**config.mk**
```make
export PLATFORM = sky130hd
export DESIGN_NAME = pmc_power_csr
export DESIGN_NICKNAME = d
export VERILOG_FILES = /design/src/rtl/pmc_pkg.sv /design/src/rtl/pmc_power_csr.sv /design/src/rtl/pmc_store_field.sv
export SDC_FILE = /design/constraint.sdc
export NUM_CORES = 1
export LEC_CHECK = 0
export BUFFER_PORTS_ARGS = -buffer_cell sky130_fd_sc_hd__clkbuf_2
export CAP_MARGIN = 20
export CORE_MARGIN = 2
export CORE_UTILIZATION = 32
export CTS_CLUSTER_DIAMETER = 200
export DETAILED_ROUTE_END_ITERATION = 8
export GPL_TIMING_DRIVEN = 0
export PLACE_DENSITY = 0.89
export SETUP_SLACK_MARGIN = 0.3
export SLEW_MARGIN = 20
export SYNTH_ARGS = -nofsm -noshare
export SYNTH_HDL_FRONTEND = slang
export SYNTH_HIERARCHICAL = 1
export SYNTH_SLANG_ARGS = --single-unit
```
**constraint.sdc**
```tcl
create_clock -name core_clk -period 1.3 [get_ports core_clk]
set_input_delay 0.195 -clock core_clk [delete_from_list [all_inputs] [get_ports core_clk]]
set_output_delay 0.195 -clock core_clk [all_outputs]
set_load 0.01 [all_outputs]
```
**src/rtl/pmc_pkg.sv**
```systemverilog
// Package with the offsets, field layouts, reset values and request carriers of the
// power management control/status block.
// Assumes a configuration port with dword addressing and per-byte write enables.
package pmc_pkg;

	localparam logic [7:0]  PMC_CSR_OFFSET      = 8'h54;
	localparam logic [7:0]  PMC_BSE_OFFSET      = 8'h56;
	localparam logic [5:0]  PMC_PM_DWORD        = PMC_CSR_OFFSET[7:2];
	localparam int          PMC_CSR_LANE        = 0;
	localparam int          PMC_BSE_LANE        = 2;

	localparam logic [15:0] PMC_CSR_RESET       = 16'h0008;
	localparam logic [7:0]  PMC_BSE_RESET       = 8'h40;

	localparam int          PMC_WAKE_FLAG_BIT   = 15;
	localparam int          PMC_WAKE_EN_BIT     = 8;
	localparam int          PMC_NO_SOFT_RST_BIT = 3;
	localparam int          PMC_CLK_STOP_BIT    = 7;
	localparam int          PMC_BUS_STATE_BIT   = 6;
	localparam logic        PMC_WAKE_EN_RESET   = 1'h0;
	localparam logic        PMC_BUS_STATE_B2    = 1'h1;

	typedef enum logic [1:0] {
		PMC_D0    = 2'h0,
		PMC_D1    = 2'h1,
		PMC_D2    = 2'h2,
		PMC_D3HOT = 2'h3
	} pmc_dstate_t;

	typedef struct packed {
		logic        rd;
		logic        wr;
		logic [5:0]  dword;
		logic [3:0]  be;
		logic [31:0] wdata;
	} pmc_cfg_req_t;

	typedef struct packed {
		logic        ack;
		logic        hit;
		logic [31:0] rdata;
	} pmc_cfg_rsp_t;

	// Builds the control/status value; all data and reserved fields and wake status read zero; no-soft-reset bit 3 follows compat.
	function automatic logic [15:0] pmc_csr_value(input pmc_dstate_t lvl,
		input logic wake_en, input logic compat);
		logic [15:0] v;
		v                      = 16'h0000;
		v[1:0]                 = lvl;
		v[PMC_NO_SOFT_RST_BIT] = compat;
		v[PMC_WAKE_EN_BIT]     = wake_en;
		return v;
	endfunction

	// Builds the bridge support extension value.
	function automatic logic [7:0] pmc_bse_value(input logic clk_stop_en);
		logic [7:0] v;
		v                    = 8'h00;
		v[PMC_CLK_STOP_BIT]  = clk_stop_en;
		v[PMC_BUS_STATE_BIT] = PMC_BUS_STATE_B2;
		return v;
	endfunction

endpackage

```
**src/rtl/pmc_power_csr.sv**
```systemverilog
// Power management control/status and bridge support extension registers.
// Assumes configuration requests and the two general control bits come from core_clk logic.
//
// Functional notes
// - D3hot to D0 keeps context, no reset.
// - Wake event status bit 15 reads zero.
// - Data scale bits 14:13 read zero.
// - Data select bits 12:9 read zero.
// - Bit 8 is plain read/write scratch.
// - Compat select low: bit 3 reads zero.
// - Compat select high: bit 3 reads one.
// - Power field readable, write sets new state.
// - Power encoding D0..D3hot, reset D0.
// - Reserved bits 7:4 and 2 read zero.
// - Extension bit 7 mirrors clock stop enable.
// - One means secondary clocks stop in D3.
// - Extension bit 6 always reads one.
// - Extension bits 5:0 read zero.
`timescale 1ns/10ps
module pmc_power_csr (
	input  wire logic                  core_clk,
	input  wire logic                  rst,
	input  wire pmc_pkg::pmc_cfg_req_t cfg_req,
	output pmc_pkg::pmc_cfg_rsp_t      cfg_rsp,
	input  wire logic                  compat_revision_select,
	input  wire logic                  secondary_clock_stop_enable,
	output pmc_pkg::pmc_dstate_t       device_power_level,
	output logic                       wake_enable_scratch
);

	////////////////////////////////////////////////////////////////////////////////
	// Address decode and write enables.

	logic               pm_hit;
	logic               wr_level;
	logic               wr_wake;
	logic [1:0]         level_q;
	logic [15:0]        csr_value;
	logic [7:0]         bse_value;
	logic [31:0]        dword_value;
	pmc_pkg::pmc_cfg_rsp_t next_rsp;

	assign pm_hit   = (cfg_req.dword == pmc_pkg::PMC_PM_DWORD);
	// Only the power field and the scratch bit have storage behind them.
	assign wr_level = cfg_req.wr && pm_hit && cfg_req.be[pmc_pkg::PMC_CSR_LANE];
	assign wr_wake  = cfg_req.wr && pm_hit && cfg_req.be[pmc_pkg::PMC_CSR_LANE + 1];

	////////////////////////////////////////////////////////////////////////////////
	// Stored fields. Power state changes never reset any other state.

	pmc_store_field #(
		.W       (2),
		.RST_VAL (pmc_pkg::PMC_CSR_RESET[1:0])
	) u_level (
		.core_clk (core_clk),
		.rst      (rst),
		.wr_en    (wr_level),
		.wdata    (cfg_req.wdata[1:0]),
		.q        (level_q)
	);

	assign device_power_level = pmc_pkg::pmc_dstate_t'(level_q);

	pmc_store_field #(
		.W       (1),
		.RST_VAL (pmc_pkg::PMC_WAKE_EN_RESET)
	) u_wake (
		.core_clk (core_clk),
		.rst      (rst),
		.wr_en    (wr_wake),
		.wdata    (cfg_req.wdata[pmc_pkg::PMC_WAKE_EN_BIT]),
		.q        (wake_enable_scratch)
	);

	////////////////////////////////////////////////////////////////////////////////
	// Read data and answer, one cycle after each request.

	// Constant-zero fields and the no-soft-reset status come from the value function.
	assign csr_value   = pmc_pkg::pmc_csr_value(device_power_level, wake_enable_scratch,
		compat_revision_select);
	assign bse_value   = pmc_pkg::pmc_bse_value(secondary_clock_stop_enable);
	assign dword_value = {8'h00, bse_value, csr_value};

	always_comb begin
		next_rsp       = '0;
		next_rsp.ack   = cfg_req.rd || cfg_req.wr;
		next_rsp.hit   = (cfg_req.rd || cfg_req.wr) && pm_hit;
		if (cfg_req.rd && pm_hit) begin
			next_rsp.rdata = dword_value;
		end
	end

	always_ff @(posedge core_clk or posedge rst) begin
		if (rst) begin
			cfg_rsp <= '0;
		end else begin
			cfg_rsp <= next_rsp;
		end
	end

	logic rd_hit;
	assign rd_hit = cfg_req.rd && pm_hit;
endmodule

```
**src/rtl/pmc_store_field.sv**
```systemverilog
// Write-only-when-enabled storage field of a configuration register.
// Assumes the write enable and data come from logic on the same clock.
`timescale 1ns/10ps
module pmc_store_field #(
	parameter int             W       = 2,
	parameter logic [W-1:0]   RST_VAL = '0
) (
	input  wire logic         core_clk,
	input  wire logic         rst,
	input  wire logic         wr_en,
	input  wire logic [W-1:0] wdata,
	output logic      [W-1:0] q
);

	logic [W-1:0] next_q;

	always_comb begin
		next_q = q;
		if (wr_en) begin
			next_q = wdata;
		end
	end

	always_ff @(posedge core_clk or posedge rst) begin
		if (rst) begin
			q <= RST_VAL;
		end else begin
			q <= next_q;
		end
	end

endmodule

```
==> impl_metrics.env, run 1 <==
export IMPL_status="complete, no violations"
export IMPL_p_switching_mw=0.184
export IMPL_ant_nets=0
export IMPL_finClkSkew_ns=0.000117
export IMPL_yosysMostFrequentCell="buf_4"
export IMPL_start_util_pct=34.9
export IMPL_switching_share_pct=24.5
export IMPL_cp_cell_sequence="clkbuf_2 > and4bb_2 > and4_4 > mux2_4"
export IMPL_io_pins=85
export IMPL_numClockSinks=11
export IMPL_drt_first_pass_iters=4
export IMPL_synthDominantCellAreaShare_pct=44.3
export IMPL_setup_viol=0
export IMPL_io_buffers=27
export IMPL_clockRootBuffer="clkbuf_4"
export IMPL_synth_warnings=6
export IMPL_totalWireLength_um=1220
export IMPL_yosysTopAreaCell="dfrtp_1"
export IMPL_track_usage_pct=9.83
export IMPL_hold_viol_final=0
export IMPL_nNetsFinal=165
export IMPL_synthArstFlopShare_pct=100
export IMPL_slew_viol_final=0
export IMPL_antennaDiodeCount=0
export IMPL_dieArea_mm2=0.00231
export IMPL_yosys_top_cells_count="buf_4, dfrtp_1, and4_1"
export IMPL_cp_data_arrival_time_ns=1.17
export IMPL_combPwrFrac_pct=23.6
export IMPL_drive_above_1_share_pct=56.0
export IMPL_multi_input_area_um2=246
export IMPL_syn_inst=56
export IMPL_fin_crit_sh_pct=79.1
export IMPL_routedWlPerCell_um=8.66
export IMPL_clock_fmax_mhz=973
export IMPL_hp_class="input port to flip-flop"
export IMPL_worstPathRequired_ns=1.44
export IMPL_reg2reg_depth=2
export IMPL_chipHeight_um=48.1
export IMPL_ys_types=11
export IMPL_worstSetupPathType="input port to flip-flop"
export IMPL_max_cap_violations=0
export IMPL_power_frac_clock_pct=28.8
export IMPL_power_leakage_nw=0.607
export IMPL_cts_tree="yes"
export IMPL_avgSynthCellArea_um2=11.1
export IMPL_rows=15
export IMPL_clk_pin_slew_ns=0.06
export IMPL_insertion_delay_ns=0.26
export IMPL_endpoint="u_level/q[1]"
export IMPL_rsz0062_at_grt="true"
export IMPL_core_area_mm2=0.00178
export IMPL_power_total_mw=0.752
export IMPL_ys_ff_latch=11
export IMPL_cpMaxStageDelayCell="and4bb_2"
export IMPL_htreeDepth=1
export IMPL_dr_first_iter_drc_count=3
export IMPL_p_int_mw=0.568
export IMPL_grt_max_degree=10
export IMPL_path_buf_inv=1
export IMPL_numCtsBuffers=3
export IMPL_antenna_found_initial=0
export IMPL_vias=504
export IMPL_critPathMaxFanout=7
export IMPL_cellPowerDensity_mw_per_mm2=788
export IMPL_die_w_um=48.1
export IMPL_final_core_util_pct=53.5
export IMPL_cpPeakStageDelay_ns=0.35
export IMPL_r2r_start="u_level/q[1]"
export IMPL_viasPerCell=3.57
export IMPL_cp_startpoint="cfg_req[37]"
export IMPL_synth_edf_count=0
export IMPL_drcViolationCount=0
export IMPL_seqPwrFrac_pct=47.6
export IMPL_grt_pass1_wl_um=1560
export IMPL_worstReg2RegEnd="u_level/q[1]"
export IMPL_synth_cell_area_um2=622
export IMPL_grt_pass1_vias=451
export IMPL_post_route_min_period_ns=1.03
export IMPL_crit_cells=4
export IMPL_area_growth_pct=53.3
export IMPL_netlist_top_cells_area="dfrtp_1, buf_4, and4_1"
export IMPL_grt_overflow_total=0
export IMPL_regArea_um2=275
export IMPL_clk_path_buf_depth=2
export IMPL_r2r_slack_ns=0.41
export IMPL_start_kind="input port"
export IMPL_yosys_most_used_dff="dfrtp_1"
export IMPL_routabilityCongestion=0.679
export IMPL_worst_ir_drop_vdd_mv=0.323
export IMPL_endpoint_kind="flip-flop"
export IMPL_synth_seq_area_share_pct=44.3
export IMPL_nFillCells=159
export IMPL_critical_path_top_delay_family="simple AND/OR/NAND/NOR gates"
## power groups by stage
stage	registers, mW	logic [mW]	clock network [mW]
floorplan	0.369	0.115	0
global placement	0.365	0.157	0
detailed placement	0.366	0.160	0
CTS	0.359	0.165	0.225
global route	0.359	0.196	0.242
finish	0.358	0.177	0.217
## sequential cells by signal, summed over array words and instances, names as in the netlist
signal / cells
u_wake/q: 1
u_level/q: 2
cfg_rsp: 8
## final cells by class
class                           count  share of cell area, %
Buffer                             26                   20.5
Clock buffer                        4                   2.76
Inverter                            3                   1.18
Multi-Input combinational cell     41                   25.9
Sequential cell                    11                   28.9
Tap cell                           25                   3.28
Timing Repair Buffer               31                   17.6
## routing by layer
metal / vias up / track usage, % / part of all wire (%) / routed length, um
li1: 253 / - / - / -
met1: 214 / 6.26 / 30 / 367
met2: 35 / 20.8 / 59 / 724
met3: 2 / 2.26 / 9.4 / 115
met4: 0 / 9.19 / 1.1 / 14
met5: - / 0 / 0 / 0
## metrics by stage
stage                     TNS [ns]  setup WS, ns  cell area, um2  hold slack, ns  cells
after floorplan                  0         0.131             726         -0.0763     81
after global placement     -0.0777       -0.0361             892          0.0439    133
after detailed placement    -0.217       -0.0882             892          0.0488    133
after CTS                        0         0.279             938           0.162    139
after global routing             0         0.260             953           0.157    141
final                            0         0.272             953           0.169    141
## logic make-up after synthesis
group         Yosys count  synth area share (%)
buf+inv                29                  33.2
simple gates           12                  15.9
flops                  11                  44.3
mux                     3                  6.04
other cells             1                 0.603
## worst min-delay path by stage
stage                    start           end  cells past startpoint
floorplan                  rst      u_wake/q                      1
finish              cfg_req[0]  u_level/q[0]                      2
CTS                 cfg_req[0]  u_level/q[0]                      2
global placement           rst      u_wake/q                      2
global route        cfg_req[8]      u_wake/q                      2
detailed placement         rst      u_wake/q                      2
## cells in the final DEF (no fill, tap or decap)
cell           Yosys  final
clkbuf_4           0      3
clkbuf_1           0      1
dlygate4sd3_1      0      1
clkbuf_2           0     27
and4bb_2           1      1
and4_4             0      1
nor2b_2            0      1
dfrtp_1           11     11
conb_1             1     26
and4_1             7      6
and3_1             2      2
or2_1              1      1
mux2_4             1      3
buf_4             26     29
inv_1              3      3
## repair_timing
action,CTS,global route
hold buffers,1,0
setup buffers,1,2
resized for setup,1,0
setup endpoints to repair,3,5
pin swaps,1,1
hold endpoints to repair,11,0
Note: power is estimated with default switching activity, not from simulation.
==> run 2: changes to the inputs <==
CORE_UTILIZATION = 27   (was 32)
PLACE_DENSITY = 0.81   (was 0.89)
clock period = 0.9 ns   (was 1.3 ns; I/O delays follow)
==> run 2 against run 1 <==
Compared with the run above: the run now ends with negative setup slack left; largest cell class unchanged; core utilization shrank 7.7 points; design area grew 5.2%; clock-buffer cell count is the same; clock power grew 44%; final cell count grew 5.0%; setup slack lost 0.30 ns; highest routed layer unchanged.
==> impl_metrics.env, run 2 (synthesis gave the netlist of run 1 again) <==
export IMPL_nNetsFinal=169
export IMPL_hp_class="input port to flip-flop"
export IMPL_totalWireLength_um=1250
export IMPL_track_usage_pct=9.17
export IMPL_viasPerCell=3.41
export IMPL_cts_tree="yes"
export IMPL_p_int_mw=0.841
export IMPL_grt_pass1_wl_um=1810
export IMPL_io_buffers=27
export IMPL_final_cell_area_mm2=0.00100
export IMPL_layout_setup_ws_ns=-0.0323
export IMPL_dr_first_iter_drc_count=1
export IMPL_numClockSinks=11
export IMPL_max_cap_violations=0
export IMPL_placed_cells=136
export IMPL_largest_register_ffs=8
export IMPL_grt_pass1_vias=474
export IMPL_failed_checks="negative setup slack"
export IMPL_final_cell_mix="buf_4, conb_1, clkbuf_2"
export IMPL_ant_nets=0
export IMPL_finClkSkew_ns=0.0000869
export IMPL_rsz0062_at_grt="true"
export IMPL_clk_path_buf_depth=2
export IMPL_die_w_um=52.0
export IMPL_core_area_mm2=0.00219
export IMPL_critPathMaxFanout=3
export IMPL_placed_cell_area_um2=896
export IMPL_drive_above_1_share_pct=58.3
export IMPL_nFillCells=205
export IMPL_start_kind="input port"
export IMPL_htreeDepth=1
export IMPL_seqPwrFrac_pct=46.5
export IMPL_grt_overflow_total=0
export IMPL_dp_hpwl_um=1030
export IMPL_cpMaxStageDelayCell="and4bb_4"
export IMPL_dieArea_mm2=0.00270
export IMPL_worstPathRequired_ns=1.04
export IMPL_regArea_um2=275
export IMPL_gr_usage_met1_pct=7.96
export IMPL_clk_pin_slew_ns=0.06
export IMPL_cp_cell_sequence="clkbuf_2 > and4bb_4 > and4_4 > mux2_4"
export IMPL_io_pins=85
export IMPL_drcViolationCount=0
export IMPL_clockRootBuffer="clkbuf_4"
export IMPL_power_frac_clock_pct=28.1
export IMPL_hold_viol_final=0
export IMPL_rows=17
export IMPL_setup_viol=5
export IMPL_insertion_delay_ns=0.25
export IMPL_drt_first_pass_iters=3
export IMPL_top_register="cfg_rsp"
export IMPL_multi_input_area_um2=255
export IMPL_vias=505
export IMPL_fin_crit_sh_pct=104
export IMPL_chipHeight_um=52.0
export IMPL_numCtsBuffers=3
export IMPL_combPwrFrac_pct=25.4
export IMPL_cellPowerDensity_mw_per_mm2=1110
export IMPL_instances_no_fill=148
export IMPL_status="complete, but fails checks"
export IMPL_start_util_pct=28.4
export IMPL_gr_usage_met3_pct=1.44
export IMPL_power_leakage_nw=0.635
export IMPL_grt_max_degree=10
export IMPL_antennaDiodeCount=0
export IMPL_routabilityCongestion=0.664
export IMPL_p_switching_mw=0.272
export IMPL_switching_share_pct=24.4
export IMPL_worstSetupPathType="input port to flip-flop"
export IMPL_cp_data_arrival_time_ns=1.07
export IMPL_clock_fmax_mhz=1070
export IMPL_gr_max_usage_layer="met2"
export IMPL_endpoint_kind="flip-flop"
export IMPL_grt_met2_usage_pct=18.4
export IMPL_cpPeakStageDelay_ns=0.33
export IMPL_largestRegisters="cfg_rsp: 8 flops, u_level/q: 2 flops, u_wake/q: 1 flops"
export IMPL_worst_ir_drop_vdd_mv=0.512
export IMPL_post_route_min_period_ns=0.932
export IMPL_slew_viol_final=0
export IMPL_routedWlPerCell_um=8.41
export IMPL_final_common_cell="buf_4"
export IMPL_antenna_found_initial=0
export IMPL_area_growth_pct=61.4
==> run 2: cell types whose count changed in the layout (fill, tap and decap cells not counted) <==
cell | previous run | this run
buf_4 | 29 | 31
and4bb_4 | 0 | 1
nor2b_2 | 1 | 0
inv_2 | 0 | 1
nor2b_4 | 0 | 1
and4bb_2 | 1 | 0
inv_1 | 3 | 2
buf_6 | 0 | 2
clkbuf_2 | 27 | 26
buf_2 | 0 | 1
==> run 2: repair_timing <==
action / in CTS / in global routing
endpoints found under the hold margin: 11 / 0
gates resized for setup: 5 / 2
hold buffers: 1 / 0
pin swaps: 5 / 1
setup buffers: 6 / 1
setup endpoints to repair: 21 / 29
==> run 2: layout make-up <==
class                      instances  area share [%]
buffer                            26            19.5
timing repair buffer              35            20.4
sequential                        11            27.4
clock buffer                       4            2.62
inverter                           3            1.12
multi-input combinational         41            25.4
tap                               28            3.49
==> run 2: final timing paths <==
| kind | from | to | slack [ns] | depth (start not counted) |
|---|---|---|---|---|
| max in group asynchronous | rst | cfg_rsp[3] | 0.39 | 3 |
| setup reg to reg | u_wake/q | u_wake/q | 0 | 2 |
| setup / recovery | cfg_req[41] | u_level/q[1] | -0.03 | 4 |
| min in group asynchronous | rst | u_wake/q | 0.30 | 3 |
| hold reg to reg | u_level/q[0] | u_level/q[0] | 0.61 | 2 |
| hold / removal | cfg_req[8] | u_wake/q | 0.11 | 2 |
==> run 2: metal layers <==
metal | wire length, um | share of wire, %
met4 | 9 | 0.72
met3 | 152 | 12
met2 | 675 | 54
met5 | 0 | 0
met1 | 408 | 33
==> run 2: power by group through the flow <==
stage	clock, mW	combinational, mW	sequential, mW
2_1_floorplan	0	0.165	0.533
3_3_place_gp	0	0.227	0.527
3_5_place_dp	0	0.231	0.529
4_1_cts	0.325	0.272	0.517
5_1_grt	0.342	0.310	0.520
6_report	0.313	0.282	0.518
==> run 2: worst max-delay path, delay by kind of cell <==
family	cells	cell delay [ns]
buffers and inverters	1	0.08
multiplexers	1	0.31
AND/OR/NAND/NOR	2	0.56
==> run 2: stage by stage <==
| stage | util, % | setup slack (ns) | total power, mW | setup TNS (ns) | hold WS, ns |
|---|---|---|---|---|---|
| 6_report | 45.8 | -0.0323 | 1.11 | -0.0919 | 0.113 |
| 5_1_grt | 45.8 | -0.0552 | 1.17 | -0.318 | 0.112 |
| 4_1_cts | 45.5 | -0.0342 | 1.11 | -0.119 | 0.105 |
| 3_5_place_dp | 40.9 | -0.432 | 0.760 | -1.33 | -0.0202 |
| 3_3_place_gp | 40.9 | -0.389 | 0.754 | -1.13 | -0.0222 |
| 2_1_floorplan | - | -0.208 | 0.698 | -0.594 | -0.136 |
==> run 3: changes to the inputs <==
CORE_UTILIZATION = 32   (was 27)
PLACE_DENSITY = 0.89   (was 0.81)
clock period = 1.1 ns   (was 0.9 ns; I/O delays follow)
==> run 3 against run 2 <==
Compared with the run above: the flow now finishes without violations; non-clock buffer count is 3 lower; power is 18% lower; sequential power is 18% lower; register-to-register slack better by 0.20 ns; first-iteration DRC count grew to 4.0 times the previous value; clock-buffer cell count stayed put; global-route usage is 0.96 points higher; clock skew hardly changed; wire length is 5.0% higher; critical path depth stayed put; final cell count is 4.1% lower; largest power group unchanged; highest routed layer unchanged.
==> impl_metrics.env, run 3 (synthesis gave the netlist of run 1 again) <==
export IMPL_cp_data_arrival_time_ns=1.15
export IMPL_hp_class="input port to flip-flop"
export IMPL_multi_input_area_um2=246
export IMPL_clk_pin_slew_ns=0.07
export IMPL_critical_path_top_delay_family="simple AND/OR/NAND/NOR gates"
export IMPL_cpMaxStageDelayCell="and4bb_2"
export IMPL_gr_usage_met1_pct=6.26
export IMPL_routedWlPerCell_um=9.20
export IMPL_rows=15
export IMPL_numClockSinks=11
export IMPL_largest_register_ffs=8
export IMPL_drt_first_pass_iters=3
export IMPL_endpoint_kind="flip-flop"
export IMPL_cp_cell_sequence="clkbuf_2 > and4bb_2 > and4_4 > mux2_4"
export IMPL_top_register="cfg_rsp"
export IMPL_critPathMaxFanout=7
export IMPL_final_cell_mix="buf_4, conb_1, clkbuf_2"
export IMPL_hold_viol_final=0
export IMPL_antennaDiodeCount=0
export IMPL_grt_pass1_vias=471
export IMPL_final_cell_area_um2=975
export IMPL_max_cap_violations=0
export IMPL_worstReg2RegEnd="u_level/q[1]"
export IMPL_cpPeakStageDelay_ns=0.35
export IMPL_totalWireLength_um=1310
export IMPL_finClkSkew_ns=0.000334
export IMPL_setup_viol=0
export IMPL_hold_end="u_level/q[0]"
export IMPL_cp_startpoint="cfg_req[37]"
export IMPL_worst_ir_drop_vdd_mv=0.391
export IMPL_start_kind="input port"
export IMPL_numCtsBuffers=3
export IMPL_worstSetupPathType="input port to flip-flop"
export IMPL_drive_above_1_share_pct=56.4
export IMPL_largestRegisters="cfg_rsp: 8 flops, u_level/q: 2 flops, u_wake/q: 1 flops"
export IMPL_hold_slack_ns=0.129
export IMPL_clk_path_buf_depth=2
export IMPL_dr_first_iter_drc_count=4
export IMPL_hold_depth=2
export IMPL_regArea_um2=275
export IMPL_htreeDepth=1
export IMPL_vias=531
export IMPL_grt_met2_usage_pct=21.9
export IMPL_power_total_mw=0.911
export IMPL_worstPathRequired_ns=1.25
export IMPL_routabilityCongestion=0.679
export IMPL_chipHeight_um=48.1
export IMPL_fin_crit_sh_pct=90.7
export IMPL_core_area_mm2=0.00178
export IMPL_slew_viol_final=0
export IMPL_grt_overflow_total=0
export IMPL_antenna_found_initial=0
export IMPL_crit_cells=4
export IMPL_rsz0062_at_grt="true"
export IMPL_status="complete, no violations"
export IMPL_cellPowerDensity_mw_per_mm2=935
export IMPL_grt_pass1_wl_um=1610
export IMPL_start_util_pct=34.9
export IMPL_nNetsFinal=166
export IMPL_placed_cell_area_um2=892
export IMPL_power_leakage_nw=0.616
export IMPL_insertion_delay_ns=0.27
export IMPL_hp_start="cfg_req[0]"
export IMPL_clockRootBuffer="clkbuf_4"
export IMPL_post_route_min_period_ns=0.998
export IMPL_track_usage_pct=10.1
export IMPL_io_pins=85
export IMPL_gr_max_usage_layer="met2"
export IMPL_dieArea_mm2=0.00231
export IMPL_gr_usage_met3_pct=2.26
export IMPL_area_growth_pct=56.7
export IMPL_clock_fmax_mhz=1000
export IMPL_r2r_start="u_level/q[1]"
export IMPL_viasPerCell=3.74
export IMPL_nFillCells=157
export IMPL_grt_max_degree=10
export IMPL_path_buf_inv=1
export IMPL_reg2reg_depth=2
export IMPL_ant_nets=0
export IMPL_cts_tree="yes"
export IMPL_r2r_slack_ns=0.20
export IMPL_io_buffers=27
export IMPL_final_common_cell="buf_4"
export IMPL_die_w_um=48.1
export IMPL_drcViolationCount=0
run 3: final cells by class:
type	instances	area share, %
clock buffer	4	2.70
tap	25	3.21
timing repair buffer	32	19.4
inverter	3	1.16
multi-input combinational	41	25.3
buffer	26	20.0
sequential	11	28.2
run 3: repair_timing:
item / in CTS / in global routing
setup buffers: 4 / 0
endpoints found under the setup margin: 14 / 16
resized for setup: 1 / 4
hold buffers: 1 / 0
endpoints found under the hold margin: 11 / 0
pin swaps: 1 / 1
run 3: how the worst max path moves through the flow:
stage | endpoint | slack (ns)
floorplan | u_level/q[0] | -0.04
global placement | u_level/q[0] | -0.21
detailed placement | u_level/q[1] | -0.26
CTS | u_level/q[1] | 0.11
global route | wake_enable_scratch | 0.09
finish | u_level/q[1] | 0.10
run 3: per-stage QoR:
step	setup WS [ns]	setup TNS (ns)	util [%]	std cells
CTS	0.109	0	53.9	142
finish	0.102	0	54.7	142
detailed placement	-0.258	-0.727	50.0	133
global placement	-0.206	-0.588	50.0	133
floorplan	-0.0386	-0.0864	-	81
global route	0.0931	0	54.7	142
run 3: power by group:
group	switching, mW	internal, mW	leakage, nW
Clock	0.126	0.140	0.0150
Combinational	0.0973	0.124	0.453
Sequential	0.00728	0.416	0.149
run 3: metal layers:
metal	share of wire, %	vias to the layer above
met5	0	-
met1	32	237
met2	57	34
met3	8.8	5
li1	-	255
met4	2.8	0
